File: config.mk
export PLATFORM = sky130hd
export DESIGN_NAME = eq_band_gain_serial_loader
export DESIGN_NICKNAME = d
export VERILOG_FILES = /design/src/rtl/eq_band_gain_serial_loader.v /design/src/rtl/eq_gain_latch_bank.v
export VERILOG_INCLUDE_DIRS = /design/src /design/src/rtl
export SDC_FILE = /design/constraint.sdc
export NUM_CORES = 1
export LEC_CHECK = 0
export ABC_AREA = 1
export BUFFER_PORTS_ARGS = -buffer_cell sky130_fd_sc_hd__buf_2
export CORE_MARGIN = 4
export CORE_UTILIZATION = 64
export CTS_BUF_LIST = sky130_fd_sc_hd__clkbuf_8
export DETAILED_ROUTE_END_ITERATION = 6
export PLACE_DENSITY = 0.95
export SLEW_MARGIN = 10
export SYNTH_ARGS = -nofsm -noshare
export SYNTH_HDL_FRONTEND = slang
export SYNTH_SLANG_ARGS = --single-unit
File: constraint.sdc
create_clock -name i_clk -period 2.93 [get_ports i_clk]
set_clock_uncertainty 0.15 [all_clocks]
set_input_delay 0.293 -clock i_clk [delete_from_list [all_inputs] [get_ports i_clk]]
set_output_delay 0.293 -clock i_clk [all_outputs]
set_load 0.005 [all_outputs]
File: src/rtl/eq_band_gain_regs.vh
`ifndef EQ_BAND_GAIN_REGS_VH
`define EQ_BAND_GAIN_REGS_VH

// Frame layout, first bit received is bit 0
`define WORD_BITS 10
`define CH_RIGHT_BIT 0
`define CH_LEFT_BIT 1
`define BAND_LSB 2
`define BAND_MSB 5
`define MAG_LSB 6
`define MAG_MSB 8
`define SIGN_BIT 9

// Field codes
`define BAND_FIRST 4'h1
`define BAND_LAST 4'hb
`define MAG_MAX 3'h6
`define FLAT_WORD 10'h3ff
`define GAIN_FLAT 4'h0
`define NUM_BANDS 11

// Timing: system clock period and least data setup, in ns
`define CLK_PERIOD_NS 10
`define SETUP_NS 1000
`define SETUP_CYC ((`SETUP_NS + `CLK_PERIOD_NS - 1) / `CLK_PERIOD_NS)

`endif

File: src/rtl/eq_band_gain_serial_loader.v
`timescale 1ns/1ps
`include "eq_band_gain_regs.vh"
module eq_band_gain_serial_loader #(
    parameter BANDS = 11
) (
    // System clock and reset
    input wire i_clk,
    input wire i_rst,
    // Serial link pins
    input wire i_cs_n,
    input wire i_serial_clk,
    input wire i_serial_data_in,
    // Latched gains: {sign, magnitude} per band, band 1 lowest
    output reg [4*BANDS-1:0] o_gain_left,
    output reg [4*BANDS-1:0] o_gain_right,
    // Status
    output reg o_initialized,
    output reg o_word_done,
    output reg o_word_rejected
);

    localparam integer SETUP_CYC = `SETUP_CYC;

    // Two-stage synchronisers for the three pins
    reg cs_m_r, cs_s_r, cs_d_r;
    reg sck_m_r, sck_s_r, sck_d_r;
    reg sdi_m_r, sdi_s_r;

    always @(posedge i_clk) begin
        if (i_rst) begin
            cs_m_r <= 1'b1;
            cs_s_r <= 1'b1;
            cs_d_r <= 1'b1;
            sck_m_r <= 1'b0;
            sck_s_r <= 1'b0;
            sck_d_r <= 1'b0;
            sdi_m_r <= 1'b0;
            sdi_s_r <= 1'b0;
        end else begin
            cs_m_r <= i_cs_n;
            cs_s_r <= cs_m_r;
            cs_d_r <= cs_s_r;
            sck_m_r <= i_serial_clk;
            sck_s_r <= sck_m_r;
            sck_d_r <= sck_s_r;
            sdi_m_r <= i_serial_data_in;
            sdi_s_r <= sdi_m_r;
        end
    end

    wire sck_rise = sck_s_r & ~sck_d_r;
    wire cs_rise = cs_s_r & ~cs_d_r;

    // Data stability counter: how long data has held its level
    reg [7:0] stable_cnt_r;
    reg sdi_prev_r;

    always @(posedge i_clk) begin
        if (i_rst) begin
            stable_cnt_r <= 8'h00;
            sdi_prev_r <= 1'b0;
        end else begin
            sdi_prev_r <= sdi_s_r;
            if (sdi_s_r != sdi_prev_r) begin
                // The change cycle counts as one, so a 1 us gap reads as SETUP_CYC
                stable_cnt_r <= 8'h01;
            end else if (stable_cnt_r != 8'hff) begin
                stable_cnt_r <= stable_cnt_r + 8'h01;
            end
        end
    end

    // Shift register, LSB first, only while chip select is low
    reg [`WORD_BITS-1:0] shift_r;
    reg [3:0] bit_cnt_r;
    reg setup_err_r;

    always @(posedge i_clk) begin
        if (i_rst) begin
            shift_r <= {`WORD_BITS{1'b0}};
            bit_cnt_r <= 4'h0;
            setup_err_r <= 1'b0;
        end else if (cs_rise) begin
            // Each frame starts from bit zero again
            bit_cnt_r <= 4'h0;
            setup_err_r <= 1'b0;
        end else if (!cs_s_r && sck_rise) begin
            // Newest bit enters at the top so the first ends at bit 0
            shift_r <= {sdi_s_r, shift_r[`WORD_BITS-1:1]};
            if (bit_cnt_r != 4'hf) begin
                bit_cnt_r <= bit_cnt_r + 4'h1;
            end
            // Sampled too soon after a data change; flagged, not dropped
            if (stable_cnt_r < SETUP_CYC[7:0]) begin
                setup_err_r <= 1'b1;
            end
        end
    end

    // Field decode of the assembled word
    wire ch_right = shift_r[`CH_RIGHT_BIT];
    wire ch_left = shift_r[`CH_LEFT_BIT];
    wire [3:0] band = shift_r[`BAND_MSB:`BAND_LSB];
    wire [2:0] mag = shift_r[`MAG_MSB:`MAG_LSB];
    wire sign = shift_r[`SIGN_BIT];
    wire is_flat = (shift_r == `FLAT_WORD);
    wire full_word = (bit_cnt_r == `WORD_BITS);
    wire band_ok = (band >= `BAND_FIRST) && (band <= `BAND_LAST);
    wire mag_ok = (mag <= `MAG_MAX);
    wire ch_ok = ch_right | ch_left;
    // Zero magnitude is stored as plain zero, whatever the sign
    wire [3:0] gain_code = (mag == 3'h0) ? `GAIN_FLAT : {sign, mag};
    wire word_ok = full_word && band_ok && mag_ok && ch_ok;

    // Load strobes, taken on chip select rising
    wire flat_ld = cs_rise && full_word && is_flat;
    wire ld_right = cs_rise && !is_flat && word_ok && ch_right;
    wire ld_left = cs_rise && !is_flat && word_ok && ch_left;

    wire [4*BANDS-1:0] bank_left;
    wire [4*BANDS-1:0] bank_right;

    // Two banks of eleven latches, 22 in all
    eq_gain_latch_bank #(.BANDS(BANDS)) u_left (
        .i_clk(i_clk),
        .i_rst(i_rst),
        .i_load(ld_left),
        .i_flat(flat_ld),
        .i_band(band),
        .i_gain(gain_code),
        .o_gains(bank_left)
    );

    eq_gain_latch_bank #(.BANDS(BANDS)) u_right (
        .i_clk(i_clk),
        .i_rst(i_rst),
        .i_load(ld_right),
        .i_flat(flat_ld),
        .i_band(band),
        .i_gain(gain_code),
        .o_gains(bank_right)
    );

    // Outputs registered; contents only meaningful once initialized
    always @(posedge i_clk) begin
        if (i_rst) begin
            o_gain_left <= {4*BANDS{1'b0}};
            o_gain_right <= {4*BANDS{1'b0}};
            o_initialized <= 1'b0;
            o_word_done <= 1'b0;
            o_word_rejected <= 1'b0;
        end else begin
            o_gain_left <= bank_left;
            o_gain_right <= bank_right;
            if (flat_ld) begin
                o_initialized <= 1'b1;
            end
            o_word_done <= cs_rise;
            o_word_rejected <= cs_rise && !flat_ld && (!word_ok || setup_err_r);
        end
    end

endmodule // eq_band_gain_serial_loader

File: src/rtl/eq_gain_latch_bank.v
`timescale 1ns/1ps
// One channel's bank of per-band gain latches
module eq_gain_latch_bank #(
    parameter BANDS = 11
) (
    // Clock and reset
    input wire i_clk,
    input wire i_rst,
    // Update request
    input wire i_load,
    input wire i_flat,
    input wire [3:0] i_band,
    input wire [3:0] i_gain,
    // Latched gains, band 1 in the low nibble
    output wire [4*BANDS-1:0] o_gains
);

    reg [4*BANDS-1:0] gains_r;
    integer k;

    // Only the addressed band moves; a flat word clears all
    always @(posedge i_clk) begin
        if (i_rst) begin
            gains_r <= {4*BANDS{1'b0}};
        end else begin
            for (k = 0; k < BANDS; k = k + 1) begin
                if (i_flat) begin
                    gains_r[4*k +: 4] <= 4'h0;
                end else if (i_load && (i_band == k + 1)) begin
                    gains_r[4*k +: 4] <= i_gain;
                end
            end
        end
    end

    assign o_gains = gains_r;

endmodule // eq_gain_latch_bank

# Word level (Yosys, flattened, before mapping)
# Index checks and enable logic that the tools add are counted.
# op_classes
n_addsub	2
n_mul	0
div	0
n_lt_le_gt_ge	4
n_eq_ne	16
shifts	0
n_mux	3
bitwise	6
n_reduce_logical	48
# op_table
op	count
$logic_and A1 B1 Y1	35
$eq A4 B4 Y1 const B	5
$eq A4 B3 Y1 const B	4
$eq A10 B10 Y1 const B	1
$add A8 B1 Y8 const B	1
$eq A4 B2 Y1 const B	2
$lt A8 B7 Y1 const B	1
$ne A8 B8 Y1 const B	1
$reduce_and A2 Y1	3
$reduce_or A2 Y1	3
$add A4 B1 Y4 const B	1
$eq A4 B1 Y1 const B	1
$ge A4 B1 Y1 const B	1
$le A4 B4 Y1 const B	1
$logic_not A1 Y1	4
$mux W4	1
$ne A4 B4 Y1 const B	1
$le A3 B3 Y1 const B	1
$logic_not A3 Y1	1
$not A1 Y1	3
$and A1 B1 Y1	2
$mux W1	2
$reduce_bool A2 Y1	1
$logic_or A1 B1 Y1	1
other kinds (2)	2
# totals
reg_bits	211
latch_bits	0
ram_bits	0
mem_bits_ro	0
inputBits	5
out_inout_bits	91
elab_cells	120
n_memories	0

# Depth between registers and ports, before layout
# logic_depth
depth_word	8
ltp_mapped	12
depth_no_buf	11

# Modules after synthesis
# From an unflattened synthesis, not the netlist that was laid out.
# hier_totals
hier_cells	1002
area_unflattened_um2	7619.8
# by_module_without_submodules
module	instances	cells_each	area_each_um2	seq_area_each_um2
eq_band_gain_serial_loader	1	482	4008.8	2462.4
eq_gain_latch_bank	2	260	1805.5	880.8

# Worst setup path after synthesis
# No wires, ideal clock.
# synth_path
kind	register to register
startpoint	register bit_cnt_r[0]
endpoint	register u_right.gains_r[15], in the netlist u_right.o_gains[15]
setup_ns	0.110
t_arrival_ns	1.453
required_ns	2.670
slack_ns	1.218
stages_incl_launch_ff	13
path_buffers	1
synth_period_minus_slack_ns	1.712
cell_sequence	dfxtp_1 inv_1 ha_1 nand2_1 nor2_1 nand2_1 inv_1 nand3_1 nor2_2 buf_4 nand3_1 nand2_1 nor2_1
# synth_via
elab_chain_cells	7
elab_cells_between_ends	10
classes_between	eq/ne: 1; reduce/logical: 9
# synth_rtl
item	line	source
start: declaration	eq_band_gain_serial_loader.v:75	reg [3:0] bit_cnt_r;
start signal: assignment	eq_band_gain_serial_loader.v:91	bit_cnt_r <= bit_cnt_r + 4'h1;
$eq A4 B4 Y1 (no source line) *	--	
$logic_and A1 B1 Y1 (3 in a row)	eq_band_gain_serial_loader.v:113	wire word_ok = full_word && band_ok && mag_ok && ch_ok;
$logic_and A1 B1 Y1 (2 in a row)	eq_band_gain_serial_loader.v:117	wire ld_right = cs_rise && !is_flat && word_ok && ch_right;
$logic_and A1 B1 Y1	eq_gain_latch_bank.v:29	end else if (i_load && (i_band == k + 1)) begin
end signal: assignment	eq_gain_latch_bank.v:24	gains_r <= {4*BANDS{1'b0}};
end signal: indexed assignment	eq_gain_latch_bank.v:30	gains_r[4*k +: 4] <= i_gain;
end: declaration	eq_gain_latch_bank.v:18	reg [4*BANDS-1:0] gains_r;
# Mark *: on every way between the ends. The rest lies on a longest branch, timed or not.
# A chain may end at the register's enable or synchronous reset.

# Worst setup path in the final report
# layout_path
startpoint	register shift_r[8]
endpoint	register u_left.gains_r[35], in the netlist u_left.o_gains[35]
# layout_via
elab_chain_cells	6
elab_cells_between_ends	13
classes_between	order compare: 1; eq/ne: 1; mux: 1; reduce/logical: 10
# layout_rtl
item	line	source
start: declaration	eq_band_gain_serial_loader.v:74	reg [`WORD_BITS-1:0] shift_r;
start signal: assignment	eq_band_gain_serial_loader.v:80	shift_r <= {`WORD_BITS{1'b0}};
start signal: assignment	eq_band_gain_serial_loader.v:89	shift_r <= {sdi_s_r, shift_r[`WORD_BITS-1:1]};
$le A3 B3 Y1 (no source line) / $eq A10 B10 Y1 (equally long branches)	--	
$logic_and A1 B1 Y1 / $logic_not A1 Y1 (equally long branches)	eq_band_gain_serial_loader.v:113, eq_band_gain_serial_loader.v:118	
$logic_and A1 B1 Y1 (on tied branches)	eq_band_gain_serial_loader.v:113, eq_band_gain_serial_loader.v:118	
$logic_and A1 B1 Y1 (2 in a row)	eq_band_gain_serial_loader.v:118	wire ld_left = cs_rise && !is_flat && word_ok && ch_left;
$logic_and A1 B1 Y1	eq_gain_latch_bank.v:29	
end signal: assignment	eq_gain_latch_bank.v:24	
end signal: indexed assignment	eq_gain_latch_bank.v:30	
end: declaration	eq_gain_latch_bank.v:18	
# Parallel ways exist; a longest one is shown, timed or not.

==> flow_summary.toml <==
[pwr]
irDropWorstVdd_mv = 0.397
power_mw = 5.34
power.leakage_nw = 4.93
power_density_nw_per_um2 = 593

[layout]
num_antenna_cells = 0
fill_cells = 767
drive_gt1_share_pct = 16.3
syn2layout_area_growth_pct = 15.8
fin_cells = 1266
post-route-cell-area_um2 = 9010
nets = 1106

[routing]
vias_per_cell = 5.04
route.top_layer_used = "met4"
wire_per_inst_um = 13.4
dr.pass1.iters = 5
wl_met2_um = 8450
drt-met1-wl_um = 6760
wl_met3_um = 1230
antenna_left = 0
drc = 0
num_vias = 6386
drt-total-wl_um = 16900
drt_iter0_drc = 564

[synthesis]
syn_avg_cell_area_um2 = 7.85
ys_types = 30
seq_area_frac_synth_pct = 54.3
syn_inst = 991
synth_xor_area_share_pct = 0.563
syn_nets = 999
synth-simple-area-share_pct = 32.0
synth_fa_ha_area_share_pct = 0.482
synth_ff_type = "dfxtp_1"
yosysWarnings = 0
synth-compound-area-share_pct = 2.86
synth_top_family_by_area = "simple AND/OR/NAND/NOR gates"
synthesis.area_um2 = 7780
ys_seq_elements = 211
muxShareOfSynthArea_pct = 0
async_reset_ff_share_pct = 0
synth-edff-count = 0

[grt]
grt_pass1_wl_um = 28400
grt_overflow = 0
antenna_found_initial = 0
grt_max_degree = 57
grt_pass1_vias = 6263
grt_usage_pct = 23.9

[die]
fp.dieW_um = 118
start_util_pct = 65.1
io-pin-count = 96
rows = 40
dieArea_um2 = 14000
die_h_um = 118
coreArea_um2 = 12000

[place]
numPortBuffers = 95
dp_hpwl_um = 10800
placed_cells = 1209
gp_congestion = 0.927
dpl_cell_area_um2 = 8350

[worst_setup_path]
critPathMaxFanout = 17
start_kind = "flop"
critical_path_arrival_ns = 2.76
path_buf_inv = 2
crit_chain = "buf_4 > o31ai_4 > clkinv_1 > nor2_1 > nor2_1"
path_class = "reg -> reg"
crit_top_cell = "nor2_1"
required_ns = 3.19
endpoint_kind = "flop"
slowest_stage = "clkinv_1"
critPathMaxStageDelay_ns = 0.65
path_delay_family = "buffers and inverters"

[timing]
setup_viol = 0
fin_tns_setup_ns = 0
hold_viol = 0
min_period_ns = 2.49
period_share_pct = 85.0
drv_slew = 0
slew_headroom_pct = 48.8
fmax_mhz = 401
tightest_slew_ns = 0.765
rsz0062_at_grt = "false"

[clock_tree]
cts_max_level = 1
ctsResizeCount = 0
clk_path_buf_depth = 3
cts_buffers = 31
cts-root-buf = "clkbuf_8"
cts_tree = "yes"
clk_latency_ns = 0.53
clk_pin_slew_ns = 0.07
cts_setup_buffers = 0
cts_sinks = 211

[flow_run]
maxCapViolCount = 0

[run_status]
status = "finished, final reports clean"

[worst_hold_path]
hold_class = "in -> reg"
Yosys cell counts (2+ instances only):
| cell type | number | area (µm²) |
|---|---|---|
| nand4_1 | 3 | 18.8 |
| nor2_1 | 281 | 1050 |
| nand4_4 | 20 | 425 |
| o21ai_0 | 17 | 85.1 |
| dfxtp_1 | 211 | 4220 |
| inv_1 | 143 | 537 |
| nand3_1 | 29 | 145 |
| a31oi_1 | 2 | 12.5 |
| xor2_1 | 4 | 35.0 |
| nor3_1 | 6 | 30.0 |
| ha_1 | 3 | 37.5 |
| or2_2 | 2 | 12.5 |
| buf_12 | 2 | 40.0 |
| nor2_4 | 2 | 22.5 |
| buf_1 | 2 | 7.51 |
| a21oi_1 | 16 | 80.1 |
| buf_2 | 12 | 60.1 |
| nor2_2 | 2 | 12.5 |
| inv_2 | 3 | 11.3 |
| clkbuf_1 | 15 | 56.3 |
| nand2_1 | 203 | 762 |
| buf_4 | 5 | 37.5 |
worst reg2reg max path: cells and delay by family (launching register included):
| family | cells | cell delay (ns) |
|---|---|---|
| AOI/OAI and AO/OA | 1 | 0.34 |
| buffers and inverters | 2 | 0.95 |
| DFF | 1 | 0.53 |
| and+or+nand+nor | 2 | 0.40 |
power by group:
part           total, mW  internal, mW  switching, mW  leakage [nW]
sequential          2.89          2.88        0.00980          1.70
combinational      0.107        0.0254         0.0813          2.87
clock               2.35          1.30           1.05         0.364
cell families after synthesis:
logic type                 Yosys count
and+or+nand+nor                    549
DFF                                211
buffers and inverters              184
AOI/OAI and AO/OA                   39
xor gates and xnor gates             5
adders and majority gates            3
state kept, by name, indices dropped and copies added, names as in the netlist, 4 cells and up:
signal,cells
shift_r,10
o_gain_right,44
o_gain_left,44
u_right.o_gains,44
stable_cnt_r,8
bit_cnt_r,4
u_left.o_gains,44
layout by cell type (no fill, tap or decap):
cell / synthesis / layout
o211ai_1: 1 / 1
o31ai_4: 1 / 1
nand4_1: 3 / 3
buf_12: 2 / 1
bufinv_16: 0 / 1
nor2_4: 2 / 3
clkinv_1: 1 / 1
o21ai_0: 17 / 17
nand2_1: 203 / 203
nand4_4: 20 / 20
inv_2: 3 / 3
xor2_1: 4 / 4
a311oi_1: 1 / 1
a31oi_1: 2 / 2
nand3_1: 29 / 29
buf_2: 12 / 94
nand3_2: 1 / 1
a211oi_1: 1 / 1
clkinv_2: 0 / 1
inv_1: 143 / 154
nor2_1: 281 / 281
dfxtp_1: 211 / 211
clkinvlp_4: 0 / 1
ha_1: 3 / 3
dlygate4sd3_1: 0 / 3
nor2_2: 2 / 1
clkbuf_8: 0 / 40
buf_4: 5 / 13
a21oi_1: 16 / 16
or2_2: 2 / 2
xnor2_1: 1 / 1
nor3_1: 6 / 6
path summary, 6_finish.rpt:
path               from                  to  slack (ns)  cells after the start
max          shift_r[8]  u_left.o_gains[35]        0.44                      5
min               i_rst     o_gain_right[4]        0.06                      2
max reg2reg  shift_r[8]  u_left.o_gains[35]        0.44                      5
min reg2reg     sck_m_r             sck_s_r        0.26                      2
through the flow:
step / hold WS [ns] / setup slack (ns) / utilization, %
2_1_floorplan: 0.238 / 1.22 / -
3_3_place_gp: 0.241 / 0.654 / 69.8
3_5_place_dp: 0.249 / 0.564 / 69.8
4_1_cts: 0.0601 / 0.523 / 75.4
5_1_grt: 0.0921 / 0.326 / 75.4
6_report: 0.0598 / 0.439 / 75.4
cell type report:
cell class	instances	area [µm²]	share of cell area, %
tap	147	184	2.04
clock buffer	40	551	6.11
sequential	211	4220	46.9
inverter	147	552	6.12
clock inverter	14	83.8	0.930
timing repair buffer	111	618	6.86
multi-input combinational	596	2800	31.1
routing by layer:
layer,vias to the layer above,GRT usage (%)
li1,3175,-
met1,2903,28.5
met2,258,43.6
met3,50,3.35
met4,0,8.94
met5,-,0
repair_timing:
item,CTS,global route
hold buffers,3,0
setup endpoints to repair,0,0
endpoints found under the hold margin,3,0
No activity file was read; power rests on OpenSTA's default activity.
